**src/sacs_pkg.sv**
```systemverilog
package sacs_pkg;
   localparam int REF_CLK_HZ     = 40_000_000;
   localparam int ADC_CLK_MAX_HZ = 18_000_000;
   // Least divide ratio that keeps the converter clock at or below its limit.
   localparam int CONV_DIV       = (REF_CLK_HZ + ADC_CLK_MAX_HZ - 1)
                                   / ADC_CLK_MAX_HZ;
   localparam int CONV_CLKS      = 18;
   localparam int SAR_BITS       = 12;
   localparam int NUM_CH         = 8;
   localparam int CH_W           = 3;
   localparam int ST_W           = 4;
   localparam int DIV_W          = 2;
   localparam int CNT_W          = 5;
   localparam logic [ST_W-1:0]     SAMPLE_MIN = 4'h1;
   localparam logic [SAR_BITS-1:0] DAC_MID    = 12'h800;
   localparam logic [SAR_BITS-1:0] RESULT_RST = 12'h000;
   localparam logic [CH_W-1:0]     CH_RST     = 3'h0;
   localparam logic [CNT_W-1:0]    CNT_RST    = 5'h00;
   localparam logic [DIV_W-1:0]    DIV_RST    = 2'h0;

   typedef enum logic [1:0] {
      SACS_IDLE,
      SACS_SAMPLE,
      SACS_CONVERT
   } sacs_state_e;
endpackage

```
**src/sacs_result_mem.sv**
```systemverilog
`timescale 1ns/1ps
module sacs_result_mem (
   input  wire logic                          ref_clk,
   input  wire logic                          rst_n,
   input  wire logic                          wr_en,
   input  wire logic [sacs_pkg::CH_W-1:0]     wr_addr,
   input  wire logic [sacs_pkg::SAR_BITS-1:0] wr_data,
   input  wire logic [sacs_pkg::CH_W-1:0]     rd_addr,
   output logic      [sacs_pkg::SAR_BITS-1:0] rd_data
);
   import sacs_pkg::*;

   logic [SAR_BITS-1:0] mem_reg [NUM_CH];

   always_ff @(posedge ref_clk or negedge rst_n) begin
      if (!rst_n) begin
         for (int i = 0; i < NUM_CH; i++) begin
            mem_reg[i] <= RESULT_RST;
         end
      end else if (wr_en) begin
         mem_reg[wr_addr] <= wr_data;
      end
   end

   always_ff @(posedge ref_clk or negedge rst_n) begin
      if (!rst_n) begin
         rd_data <= RESULT_RST;
      end else begin
         rd_data <= mem_reg[rd_addr];
      end
   end
endmodule

```
**src/sacs_sequencer.sv**
```systemverilog
// What this block does
// - Converter clock at most 18 MHz; conversion spans 18 converter clocks.
// - Sample-and-hold acquisition window length is programmable.
// - Eight-input sequencer steps through enabled channels on its own.
// - No idle cycles between channels; result spacing varies with each channel's sample time.
// - Channel chosen by the scan machine or directly by firmware.
// - Separate result buffer kept for every channel.
// - Each channel's own sample time is applied when it is acquired.
// - Out-of-window result raises the range interrupt at once.
// - Converter and sequencer are halted during deep sleep.
`timescale 1ns/1ps
module sacs_sequencer (
   input  wire logic                               ref_clk,
   input  wire logic                               rst_n,
   input  wire logic                               enable,
   input  wire logic                               deep_sleep,
   input  wire logic                               start,
   input  wire logic                               continuous,
   input  wire logic [sacs_pkg::NUM_CH-1:0]        ch_enable,
   input  wire logic                               fw_mode,
   input  wire logic [sacs_pkg::CH_W-1:0]          fw_channel,
   input  wire logic [sacs_pkg::NUM_CH*sacs_pkg::ST_W-1:0] sample_times,
   input  wire logic [sacs_pkg::SAR_BITS-1:0]      limit_low,
   input  wire logic [sacs_pkg::SAR_BITS-1:0]      limit_high,
   input  wire logic                               comp_in,
   input  wire logic [sacs_pkg::CH_W-1:0]          rd_ch,
   output logic      [sacs_pkg::SAR_BITS-1:0]      rd_data,
   output logic      [sacs_pkg::CH_W-1:0]          mux_sel_reg,
   output logic                                    sh_sample_reg,
   output logic      [sacs_pkg::SAR_BITS-1:0]      sar_dac_reg,
   output logic                                    busy_reg,
   output logic                                    result_valid_reg,
   output logic      [sacs_pkg::CH_W-1:0]          result_ch_reg,
   output logic      [sacs_pkg::SAR_BITS-1:0]      result_data_reg,
   output logic                                    range_irq_reg,
   output logic                                    scan_done_reg
);
   import sacs_pkg::*;

   sacs_state_e         state_reg;
   logic [DIV_W-1:0]    div_reg;
   logic                conv_tick;
   logic [CNT_W-1:0]    tick_reg;
   logic [NUM_CH-1:0]   mask_reg;
   logic                fw_q_reg;
   logic                cont_q_reg;
   logic                comp_meta_reg;
   logic                comp_sync_reg;
   logic [3:0]          bit_idx;
   logic                conv_done;
   logic [3:0]          after_pick;
   logic [3:0]          first_pick;
   logic [3:0]          start_pick;
   logic                last_ch;
   logic                go;

   // Lowest enabled channel at or above from; bit 3 set when none is found.
   function automatic logic [3:0] pick_ch(input logic [NUM_CH-1:0] mask,
                                          input logic [3:0] from);
      logic [3:0] r;
      r = 4'h8;
      for (int i = NUM_CH - 1; i >= 0; i--) begin
         if (mask[i] && (4'(i) >= from)) begin
            r = 4'(i);
         end
      end
      return r;
   endfunction

   function automatic logic [ST_W-1:0] st_of(input logic [CH_W-1:0] ch,
      input logic [NUM_CH*ST_W-1:0] times);
      logic [ST_W-1:0] t;
      t = times[ch*ST_W +: ST_W];
      return (t < SAMPLE_MIN) ? SAMPLE_MIN : t;
   endfunction

   function automatic logic out_of_range(input logic [SAR_BITS-1:0] v,
      input logic [SAR_BITS-1:0] lo, input logic [SAR_BITS-1:0] hi);
      return (v < lo) || (v > hi);
   endfunction

   // The comparator output is analog and asynchronous to ref_clk.
   always_ff @(posedge ref_clk or negedge rst_n) begin
      if (!rst_n) begin
         comp_meta_reg <= 1'b0;
         comp_sync_reg <= 1'b0;
      end else begin
         comp_meta_reg <= comp_in;
         comp_sync_reg <= comp_meta_reg;
      end
   end

   // Converter clock enable; stopped in deep sleep.
   always_ff @(posedge ref_clk or negedge rst_n) begin
      if (!rst_n) begin
         div_reg <= DIV_RST;
      end else if (deep_sleep) begin
         div_reg <= DIV_RST;
      end else if (div_reg == DIV_W'(CONV_DIV - 1)) begin
         div_reg <= DIV_RST;
      end else begin
         div_reg <= div_reg + 2'h1;
      end
   end

   assign conv_tick  = !deep_sleep && (div_reg == DIV_W'(CONV_DIV - 1));
   assign bit_idx    = 4'(SAR_BITS - 1) - tick_reg[3:0];
   assign conv_done  = conv_tick && (state_reg == SACS_CONVERT)
                       && (tick_reg == CNT_W'(CONV_CLKS - 1));
   assign after_pick = pick_ch(mask_reg, {1'b0, mux_sel_reg} + 4'h1);
   assign first_pick = pick_ch(mask_reg, 4'h0);
   assign start_pick = pick_ch(ch_enable, 4'h0);
   assign last_ch    = fw_q_reg || after_pick[3];
   assign go         = enable && (start || continuous)
                       && (fw_mode || (|ch_enable));

   always_ff @(posedge ref_clk or negedge rst_n) begin
      if (!rst_n) begin
         state_reg     <= SACS_IDLE;
         tick_reg      <= CNT_RST;
         mux_sel_reg   <= CH_RST;
         sh_sample_reg <= 1'b0;
         sar_dac_reg   <= RESULT_RST;
         mask_reg      <= '0;
         fw_q_reg      <= 1'b0;
         cont_q_reg    <= 1'b0;
      end else if (deep_sleep || !enable) begin
         state_reg     <= SACS_IDLE;
         sh_sample_reg <= 1'b0;
      end else begin
         case (state_reg)
            SACS_IDLE: begin
               if (go) begin
                  mask_reg      <= ch_enable;
                  fw_q_reg      <= fw_mode;
                  cont_q_reg    <= continuous;
                  mux_sel_reg   <= fw_mode ? fw_channel
                                   : start_pick[CH_W-1:0];
                  state_reg     <= SACS_SAMPLE;
                  tick_reg      <= CNT_RST;
                  sh_sample_reg <= 1'b1;
               end
            end
            SACS_SAMPLE: begin
               if (conv_tick) begin
                  if (tick_reg + 5'h01 >= CNT_W'(st_of(mux_sel_reg,
                                                 sample_times))) begin
                     state_reg     <= SACS_CONVERT;
                     tick_reg      <= CNT_RST;
                     sh_sample_reg <= 1'b0;
                     sar_dac_reg   <= DAC_MID;
                  end else begin
                     tick_reg <= tick_reg + 5'h01;
                  end
               end
            end
            SACS_CONVERT: begin
               if (conv_done) begin
                  // Next channel goes straight into sampling.
                  if (!last_ch) begin
                     mux_sel_reg   <= after_pick[CH_W-1:0];
                     state_reg     <= SACS_SAMPLE;
                     sh_sample_reg <= 1'b1;
                  end else if (cont_q_reg) begin
                     mux_sel_reg   <= fw_q_reg ? fw_channel
                                      : first_pick[CH_W-1:0];
                     state_reg     <= SACS_SAMPLE;
                     sh_sample_reg <= 1'b1;
                  end else begin
                     state_reg <= SACS_IDLE;
                  end
                  tick_reg <= CNT_RST;
               end else if (conv_tick) begin
                  // One bit is decided per converter clock, MSB first;
                  // the remaining clocks complete the conversion time.
                  if (tick_reg < CNT_W'(SAR_BITS)) begin
                     if (!comp_sync_reg) begin
                        sar_dac_reg[bit_idx] <= 1'b0;
                     end
                     if (bit_idx != 4'h0) begin
                        sar_dac_reg[bit_idx - 4'h1] <= 1'b1;
                     end
                  end
                  tick_reg <= tick_reg + 5'h01;
               end
            end
            default: begin
               state_reg <= SACS_IDLE;
            end
         endcase
      end
   end

   // Result, range and scan-end pulses.
   always_ff @(posedge ref_clk or negedge rst_n) begin
      if (!rst_n) begin
         result_valid_reg <= 1'b0;
         result_ch_reg    <= CH_RST;
         result_data_reg  <= RESULT_RST;
         range_irq_reg    <= 1'b0;
         scan_done_reg    <= 1'b0;
         busy_reg         <= 1'b0;
      end else begin
         result_valid_reg <= conv_done && enable;
         range_irq_reg    <= conv_done && enable && out_of_range(
                             sar_dac_reg, limit_low, limit_high);
         scan_done_reg    <= conv_done && enable && last_ch;
         busy_reg         <= (state_reg != SACS_IDLE) && !deep_sleep;
         if (conv_done) begin
            result_ch_reg   <= mux_sel_reg;
            result_data_reg <= sar_dac_reg;
         end
      end
   end

   sacs_result_mem u_mem (
      .ref_clk (ref_clk),
      .rst_n   (rst_n),
      .wr_en   (conv_done && enable && !deep_sleep),
      .wr_addr (mux_sel_reg),
      .wr_data (sar_dac_reg),
      .rd_addr (rd_ch),
      .rd_data (rd_data)
   );

   // Helper: cycles spent in the present conversion.
   logic [7:0] conv_cyc;
   always_ff @(posedge ref_clk or negedge rst_n) begin
      if (!rst_n) begin
         conv_cyc <= 8'h00;
      end else if (state_reg != SACS_CONVERT || conv_done) begin
         conv_cyc <= 8'h00;
      end else if (conv_cyc != 8'hff) begin
         conv_cyc <= conv_cyc + 8'h01;
      end
   end
endmodule

```
**config.mk**
```make
export PLATFORM = sky130hd
export DESIGN_NAME = sacs_sequencer
export DESIGN_NICKNAME = d
export VERILOG_FILES = /design/src/sacs_pkg.sv /design/src/sacs_result_mem.sv /design/src/sacs_sequencer.sv
export SDC_FILE = /design/constraint.sdc
export NUM_CORES = 1
export LEC_CHECK = 0
export BUFFER_PORTS_ARGS = -buffer_cell sky130_fd_sc_hd__buf_2
export CAP_MARGIN = 20
export CORE_UTILIZATION = 35
export DETAILED_ROUTE_END_ITERATION = 16
export PLACE_DENSITY = 0.61
export SLEW_MARGIN = 0
export SYNTH_ARGS = -nofsm -noshare
export SYNTH_HDL_FRONTEND = slang
export SYNTH_HIERARCHICAL = 1
export SYNTH_SLANG_ARGS = --single-unit
```
**constraint.sdc**
```tcl
create_clock -name ref_clk -period 3.9 [get_ports ref_clk]
set_input_delay 0.78 -clock ref_clk [delete_from_list [all_inputs] [get_ports ref_clk]]
set_output_delay 0.78 -clock ref_clk [all_outputs]
set_load 0.005 [all_outputs]
```
==> summary.md, run 1 <==
| Metric | Value |
|---|---|
| Status | finished, final reports clean |
| Min cycle time layout | 3.40 ns |
| CP required | 4.26 ns |
| Wire length after detailed routing | ~21 mm |
| Power density over the cells | 399 nW/um^2 |
| Worst-margin pin slew | 0.808 ns |
| Area grow syn2layout | 17.9% |
| Post-CTS Setup Inserts | 0 |
| Post-route setup slack | roughly 0.5 ns |
| Clk sink count | 164 |
| CTS tree | built |
| Synth top area share | 0.465 |
| Pre-Repair DR Iteration Count | 4 |
| Post-synth EDFFs | 0 |
| Fillers | 2,322 |
| Vias | 6,025 |
| # diodes | 0 |
| Post-cts sizing count | 0 |
| Most common cell in the netlist | dfrtp_1 |
| CP Class | flop to flop |
| Sum of negative setup slack | 0 ns |
| Yosys cell types | 65 |
| # port buffers | 124 |
| Hold_buf cts | 0 |
| Area occupied by multi-input gates | 4410 um^2 |
| Sw Ratio | 0.271 |
| Post-synthesis sequential area ratio | 0.465 |
| Int Power | 3020 uW |
| Synth cell count leaders | dfrtp_1, mux2_2, ha_1 |
| FF-to-FF Start | mux_sel_reg[0]$_DFFE_PN0P_ |
| Final slew viol count | 0 |
| Setup violations, final | 0 |
| DP HPWL | between 10 and 15 mm |
| Syn_nets | 814 |
| Top cells by area, synth | dfrtp_1, mux2_2, mux4_1 |
| Psw | between 1000 and 1500 uW |
| Post-synthesis async set-or-reset flop share | 1.00 |
| Mapped cell area | 8830 um^2 |
| Crit path cell chain | mux4_2 -> mux2i_1 -> nand3_1 -> nand2_1 -> ha_1 -> nand2b_1 -> a211oi_1 -> o2111a_1 -> or3_4 -> o41ai_1 -> a22o_1 |
| Row cnt | 57 |
| Fin util | 0.424 |
| Mean area per synthesized cell | 12.8 um^2 |
| Pre-CTS setup slack | between 0.4 and 0.5 ns |
| CP max stage cell | dfrtp_1 |
| H-tree Lvls | 4 |
| Clock power frac | 0.417 |
| Final period utilization | 0.872 |
| Mapped Cells | 692 |
| Final design area excluding fillers | 10,400 um^2 |
| First-pass GRT wire length | 33.7 mm |
| Largest net degree at the start of global routing | 88 |
| Setup skew after layout | 0.00979 ns |
| ANT nets after route | 0 |
| Hold Crit Start | comp_meta_reg$_DFF_PN0_ |
| FF+latch count, synth | 164 |
| Hold Path Class | flop to flop |
| Critical Path AT | 3.76 ns |
| Vias in the first global route | 6,120 |
| Most used DFF post-synth | dfrtp_1 |
| RSZ-0062 raised after global routing | false |
| Static leakage | 0.00532 uW |
| Worst-Skew Late Latency | 0.43 ns |
| Final Non-Filler Cells | ~1,200 |
| Ys Warns | 6 |
| Initial core utilization | 0.360 |
| Dpl cell area | 9810 um^2 |
| GRT Total Usage | 0.171 |
| Core box area | 24,500 um^2 |
| Peak supply drop | about 0.00028 V |
| Final Hold Vio Count | 0 |
| Global placer's final weighted congestion | 0.798 |
| Reg area | slightly above 4000 um^2 |
| Crit end category | flop |
| Fmax | 294 MHz |
| Crit path from | mux_sel_reg[0]$_DFFE_PN0P_ |
| Vias per inst | 5.21 |
| Io pins | approximately 130 |
| Crit path max fanout | 20 |
| Max FFs per register | 96 |
| Layout cell share with drive strength beyond 1 | 0.391 |
| Startpoint class of the critical path | flop |
| Max-cap viol count | 0 |
| Sequential power share | 0.440 |
| Total CTS buffers | 17 |
| Yosys top cell by area | dfrtp_1 |
| Cell count after placement | between 1,000 and 1,500 |
| Die Ht | 161 um |
| Drt wl/cell | 18.3 um |
| Die ar. | 25,900 um^2 |
| GRT Residual Overflow | 0 |
| Worst-path clk slew | about 0.060 ns |
| Clock root cell | clkbuf_16 |
| Residual DRC | 0 |
| Initial antenna violation count | 0 |
| Initial drt markers | 347 |
| Gate power share | 0.143 |
| Slew margin rel. | 0.461 |
| Die Width | approximately 160 um |
| Crit path largest cell delay | 0.71 ns |
| Final net count | 941 |
| CTS max path bufs | 2 |
## power groups by stage
stage               Clock (uW)  Sequential (uW)  Combinational [uW]
floorplan                    0             1840                 387
global placement             0             1850                 594
detailed placement           0             1860                 599
CTS                       1770             1820                 603
global route              1840             1830                 672
finish                    1730             1820                 595
## metal layers
layer / vias up / part of all wire / GRT usage
li1: 2850 / - / -
met1: 3014 / 0.46 / 0.227
met2: 143 / 0.49 / 0.282
met3: 18 / 0.037 / 0.0346
met4: 0 / 0.013 / 0.0459
met5: - / 0 / 0
## kinds of logic (layout without fill, tap and decap cells)
logic type               count (synthesis)  in the layout  synth area share
adder cells (fa/ha/maj)                 44             44            0.0623
AO/OA/AOI/OAI                          124            124            0.0967
flip-flops                             164            164             0.465
buffers and inverters                   70            210            0.0363
XOR/XNOR                                 5              5           0.00496
AND/OR/NAND/NOR                        117            117            0.0717
multiplexers                           168            168             0.263
## area by class of cell
class,count,area share
flip-flops and latches,164,0.394
clock buffers,17,0.0409
well taps,324,0.0389
multi-input cells,458,0.423
clock inverters,15,0.0172
repair buffers,137,0.0708
inverters,41,0.0148
## layout by cell type (no fill, tap or decap), types with 4 or more instances in the layout
cell,n
inv_1,41
mux4_1,21
nand3_1,7
inv_6,4
a21o_1,9
or3_1,5
a22o_1,6
o31ai_1,8
a221oi_1,4
dfrtp_1,164
mux4_2,11
a21oi_1,26
nor2b_1,5
o21ai_0,28
nand4_1,6
nand2b_1,9
o21a_1,8
a211oi_1,6
mux2i_1,6
buf_4,12
nand2_1,34
buf_2,123
ha_1,44
nor2_1,22
a31oi_1,5
mux2_2,129
clkinvlp_4,4
nor3_1,5
o21ai_1,4
clkbuf_16,17
## stage by stage
stage,hold slack (ns),power (uW)
floorplan,0.331,2230
global placement,0.343,2450
detailed placement,0.335,2460
CTS,0.350,4200
global route,0.362,4350
finish,0.350,4150
## worst paths after layout
check | cells past startpoint | to | slack (ns)
worst max-delay path | 11 | sar_dac_reg[7]$_DFFE_PN0P_ | 0.50
worst max register to register | 11 | sar_dac_reg[7]$_DFFE_PN0P_ | 0.50
min in group asynchronous | 1 | u_mem/mem_reg[69]$_DFFE_PN0P_ | 0.42
max in group asynchronous | 2 | u_mem/rd_data[1]$_DFF_PN0_ | 2.66
worst min register to register | 0 | comp_sync_reg$_DFF_PN0_ | 0.35
worst min-delay path | 0 | comp_sync_reg$_DFF_PN0_ | 0.35
## critical path, delay by kind of cell (launching register included)
| kind | cells | cell delay (ns) |
|---|---|---|
| DFF | 1 | 0.71 |
| muxes | 2 | 0.82 |
| and+or+nand+nor | 4 | 0.78 |
| AOI/OAI and AO/OA | 4 | 0.91 |
| adders and majority gates | 1 | 0.11 |
Power figures use the tool's default switching activity.
==> run 2: changes to the inputs <==
- ABC_AREA: unset -> 1
==> summary.md, run 2 <==
| Metric | Value |
|---|---|
| Total CTS buffers | 17 (unchanged) |
| Worst reg-to-reg setup slack | 0.67 ns (was 0.50 ns) |
| Hold path depth | 0 (unchanged) |
| Drt wl/cell | 14.3 um (was 18.3 um) |
| H-tree Lvls | 4 (unchanged) |
| Setup violations, final | 0 (unchanged) |
| Clock root cell | clkbuf_16 (unchanged) |
| Worst Reg-to-Reg Cells | 16 (was 11) |
| CP Class | flop to flop (unchanged) |
| Commonest non-fill, non-tap cells in the layout | nand2_1, inv_1, dfrtp_1 (was dfrtp_1, mux2_2, buf_2) |
| Final Hold Vio Count | 0 (unchanged) |
| Vias | 8,312 (was 6,025) |
| Gate power share | 0.240 (was 0.143) |
| Power density over the cells | 463 nW/um^2 (was 399 nW/um^2) |
| Startpoint class of the critical path | flop (unchanged) |
| Post-synthesis async set-or-reset flop share | 1.00 (unchanged) |
| Layout cell share with drive strength beyond 1 | 0.139 (was 0.391) |
| Int Power | 3240 uW (was 3020 uW) |
| Largest net degree at the start of global routing | 101 (was 88) |
| Most common cell in the netlist | nand2_1 (was dfrtp_1) |
| Hold_buf cts | 0 (unchanged) |
| Ys Warns | 6 (unchanged) |
| Final slew viol count | 0 (unchanged) |
| Peak supply drop | 0.000230 V (was 0.000281 V) |
| Mean area per synthesized cell | 7.39 um^2 (was 12.8 um^2) |
| Sequential power share | 0.404 (was 0.440) |
| Die ar. | 27,100 um^2 (was 25,900 um^2) |
| GRT Total Usage | 0.188 (was 0.171) |
| Synth cell count leaders | nand2_1, inv_1, dfrtp_1 (was dfrtp_1, mux2_2, ha_1) |
| FF+latch count, synth | 164 (unchanged) |
| Worst-path clk slew | 0.08 ns (was 0.06 ns) |
| Fillers | 2,711 (was 2,322) |
| Yosys top cell by area | dfrtp_1 (unchanged) |
| Crit end category | flop (unchanged) |
| Vias per inst | 4.88 (was 5.21) |
| Setup skew after layout | 0.0179 ns (was 0.00979 ns) |
| Area grow syn2layout | 16.1% (was 17.9%) |
| Final net count | 1,477 (was 941) |
| CTS max path bufs | 2 (unchanged) |
| Die Width | 165 um (was 161 um) |
| Slew margin rel. | 0.351 (was 0.461) |
| Post-route setup slack | 0.672 ns (was 0.498 ns) |
| ANT nets after route | 0 (unchanged) |
| Die Ht | 165 um (was 161 um) |
| Io pins | 125 (unchanged) |
| Top cells by area, synth | dfrtp_1, nand2_1, o21ai_0 (was dfrtp_1, mux2_2, mux4_1) |
| Crit path max fanout | 18 (was 20) |
| Sw Ratio | 0.349 (was 0.271) |
| Mapped cell area | 9260 um^2 (was 8830 um^2) |
| Mapped Cells | 1,253 (was 692) |
| Yosys cell types | 44 (was 65) |
| Post-synthesis sequential area ratio | 0.443 (was 0.465) |
| Sum of negative setup slack | 0 ns (unchanged) |
| FF-to-FF End | sar_dac_reg[0]$_DFFE_PN0P_ (was sar_dac_reg[7]$_DFFE_PN0P_) |
| Psw | 1740 uW (was 1130 uW) |
| Max-cap viol count | 0 (unchanged) |
| Post-cts sizing count | 0 (unchanged) |
| Wire length after detailed routing | 24.3 mm (was 21.1 mm) |
| Post-CTS Setup Inserts | 0 (unchanged) |
| Status | finished, final reports clean (unchanged) |
| Post-synth EDFFs | 0 (unchanged) |
| CTS tree | built (unchanged) |
| Hold Path Class | flop to flop (unchanged) |
| # port buffers | 124 (unchanged) |
| Hold Crit Start | comp_meta_reg$_DFF_PN0_ (unchanged) |
| Worst-Skew Late Latency | 0.43 ns (about the same) |
| DP HPWL | 16.6 mm (was 14.6 mm) |
| Post-route total power | 4980 uW (was 4150 uW) |
| Most used DFF post-synth | dfrtp_1 (unchanged) |
| Worst Hold End | comp_sync_reg$_DFF_PN0_ (unchanged) |
| Leading cell type in the layout, fill and taps excluded | nand2_1 (was dfrtp_1) |
| Synth top area share | 0.443 (was 0.465) |
| Row cnt | 59 (was 57) |
| Initial core utilization | 0.356 (was 0.360) |
| GRT Residual Overflow | 0 (unchanged) |
| Residual DRC | 0 (unchanged) |
| FF-to-FF Start | mux_sel_reg[0]$_DFFE_PN0P_ (unchanged) |
| Final period utilization | 0.828 (was 0.872) |
| Pre-Repair DR Iteration Count | 5 (was 4) |
| Core box area | 26,000 um^2 (was 24,500 um^2) |
| # diodes | 0 (unchanged) |
| Static leakage | 0.00554 uW (was 0.00532 uW) |
| Global placer's final weighted congestion | 0.885 (was 0.798) |
| Initial drt markers | 635 (was 347) |
| CP required | 4.25 ns (was 4.26 ns) |
| Fmax | 310 MHz (was 294 MHz) |
| RSZ-0062 raised after global routing | false (unchanged) |
| Pre-CTS setup slack | 0.725 ns (was 0.476 ns) |
| Clock power frac | 0.356 (was 0.417) |
| Syn_nets | 1,375 (was 814) |
| First-pass GRT wire length | 40.2 mm (was 33.7 mm) |
| Clk sink count | 164 (unchanged) |
| Max FFs per register | 96 (unchanged) |
| Min cycle time layout | 3.23 ns (was 3.40 ns) |
| Initial antenna violation count | 0 (unchanged) |
| Vias in the first global route | 7,836 (was 6,120) |
| Critical Path AT | 3.58 ns (was 3.76 ns) |
| Worst-margin pin slew | 0.968 ns (was 0.808 ns) |
run 2: cell count changes in the layout (fill, tap and decap cells not counted), sizes merged, moves of 8 or more:
cell,before,now
mux2,130,3
nand2b,9,0
mux4,32,0
nor2,23,49
nand3,7,79
a21o,9,0
nand2,35,405
inv,45,213
o21ai,32,160
nor3,5,13
run 2: worst max-delay path by stage:
| stage | from | endpoint | slack [ns] | cells after the start |
|---|---|---|---|---|
| 6_report | mux_sel_reg[0]$_DFFE_PN0P_ | sar_dac_reg[0]$_DFFE_PN0P_ | 0.67 | 16 |
| 5_1_grt | mux_sel_reg[0]$_DFFE_PN0P_ | sar_dac_reg[4]$_DFFE_PN0P_ | 0.26 | 16 |
| 4_1_cts | mux_sel_reg[0]$_DFFE_PN0P_ | sar_dac_reg[0]$_DFFE_PN0P_ | 0.73 | 16 |
| 3_5_place_dp | sample_times[27] | sar_dac_reg[0]$_DFFE_PN0P_ | 0.72 | 16 |
| 3_3_place_gp | sample_times[27] | sar_dac_reg[0]$_DFFE_PN0P_ | 0.82 | 16 |
| 2_1_floorplan | mux_sel_reg[0]$_DFFE_PN0P_ | sar_dac_reg[0]$_DFFE_PN0P_ | 1.29 | 17 |
run 2: area by class of cell:
type | instances | area (um^2) | share of cell area
multi-input cells | 831 | 4130 | 0.384
repair buffers | 133 | 694 | 0.0646
inverters | 208 | 781 | 0.0726
clock inverters | 15 | 194 | 0.0180
clock buffers | 17 | 425 | 0.0396
well taps | 335 | 419 | 0.0390
flip-flops and latches | 164 | 4100 | 0.382
run 2: logic make-up after synthesis:
group                    count (synthesis)  synth area share
AND/OR/NAND/NOR                        554             0.248
buffers and inverters                  258             0.111
AO/OA/AOI/OAI                          226             0.131
flip-flops                             164             0.443
adder cells (fa/ha/maj)                 44            0.0595
XOR/XNOR                                 4           0.00378
multiplexers                             3           0.00365
run 2: metrics by stage:
stage,instance area (um^2),std cells,hold slack [ns],util
after floorplan,9260,1253,0.331,-
after global placement,10100,1671,0.337,0.390
after detailed placement,10100,1671,0.337,0.390
after CTS,10700,1703,0.355,0.414
after global routing,10700,1703,0.369,0.414
final,10700,1703,0.354,0.414
run 2: critical path, cell delays in order, from the launching register on:
cell and delay [ns]:
dfrtp_1 0.56, inv_2 0.31, o21ai_0 0.12, o221ai_1 0.17, o21ai_0 0.20, nand3_1 0.16
o211ai_1 0.10, ha_1 0.31, inv_1 0.03, a21boi_0 0.13, o21ai_0 0.10, nand2_1 0.06
nand2_1 0.09, a21boi_2 0.35, buf_4 0.26, o211ai_1 0.10, o21ai_0 0.11
run 2: per-layer routing:
layer  global-route usage  share of wire  routed length, um
met5                    0              0                  0
met1                0.260           0.48              11600
met4               0.0434          0.010                246
met2                0.306           0.46              11300
met3               0.0337          0.050               1210
run 2: power groups by stage:
| stage | Clock (uW) | Combinational [uW] | Sequential, uW |
|---|---|---|---|
| 4_1_cts | 1810 | 1200 | 2020 |
| 6_report | 1770 | 1190 | 2010 |
| 2_1_floorplan | 0 | 804 | 1950 |
| 3_3_place_gp | 0 | 1170 | 2050 |
| 3_5_place_dp | 0 | 1190 | 2050 |
| 5_1_grt | 1880 | 1380 | 2030 |
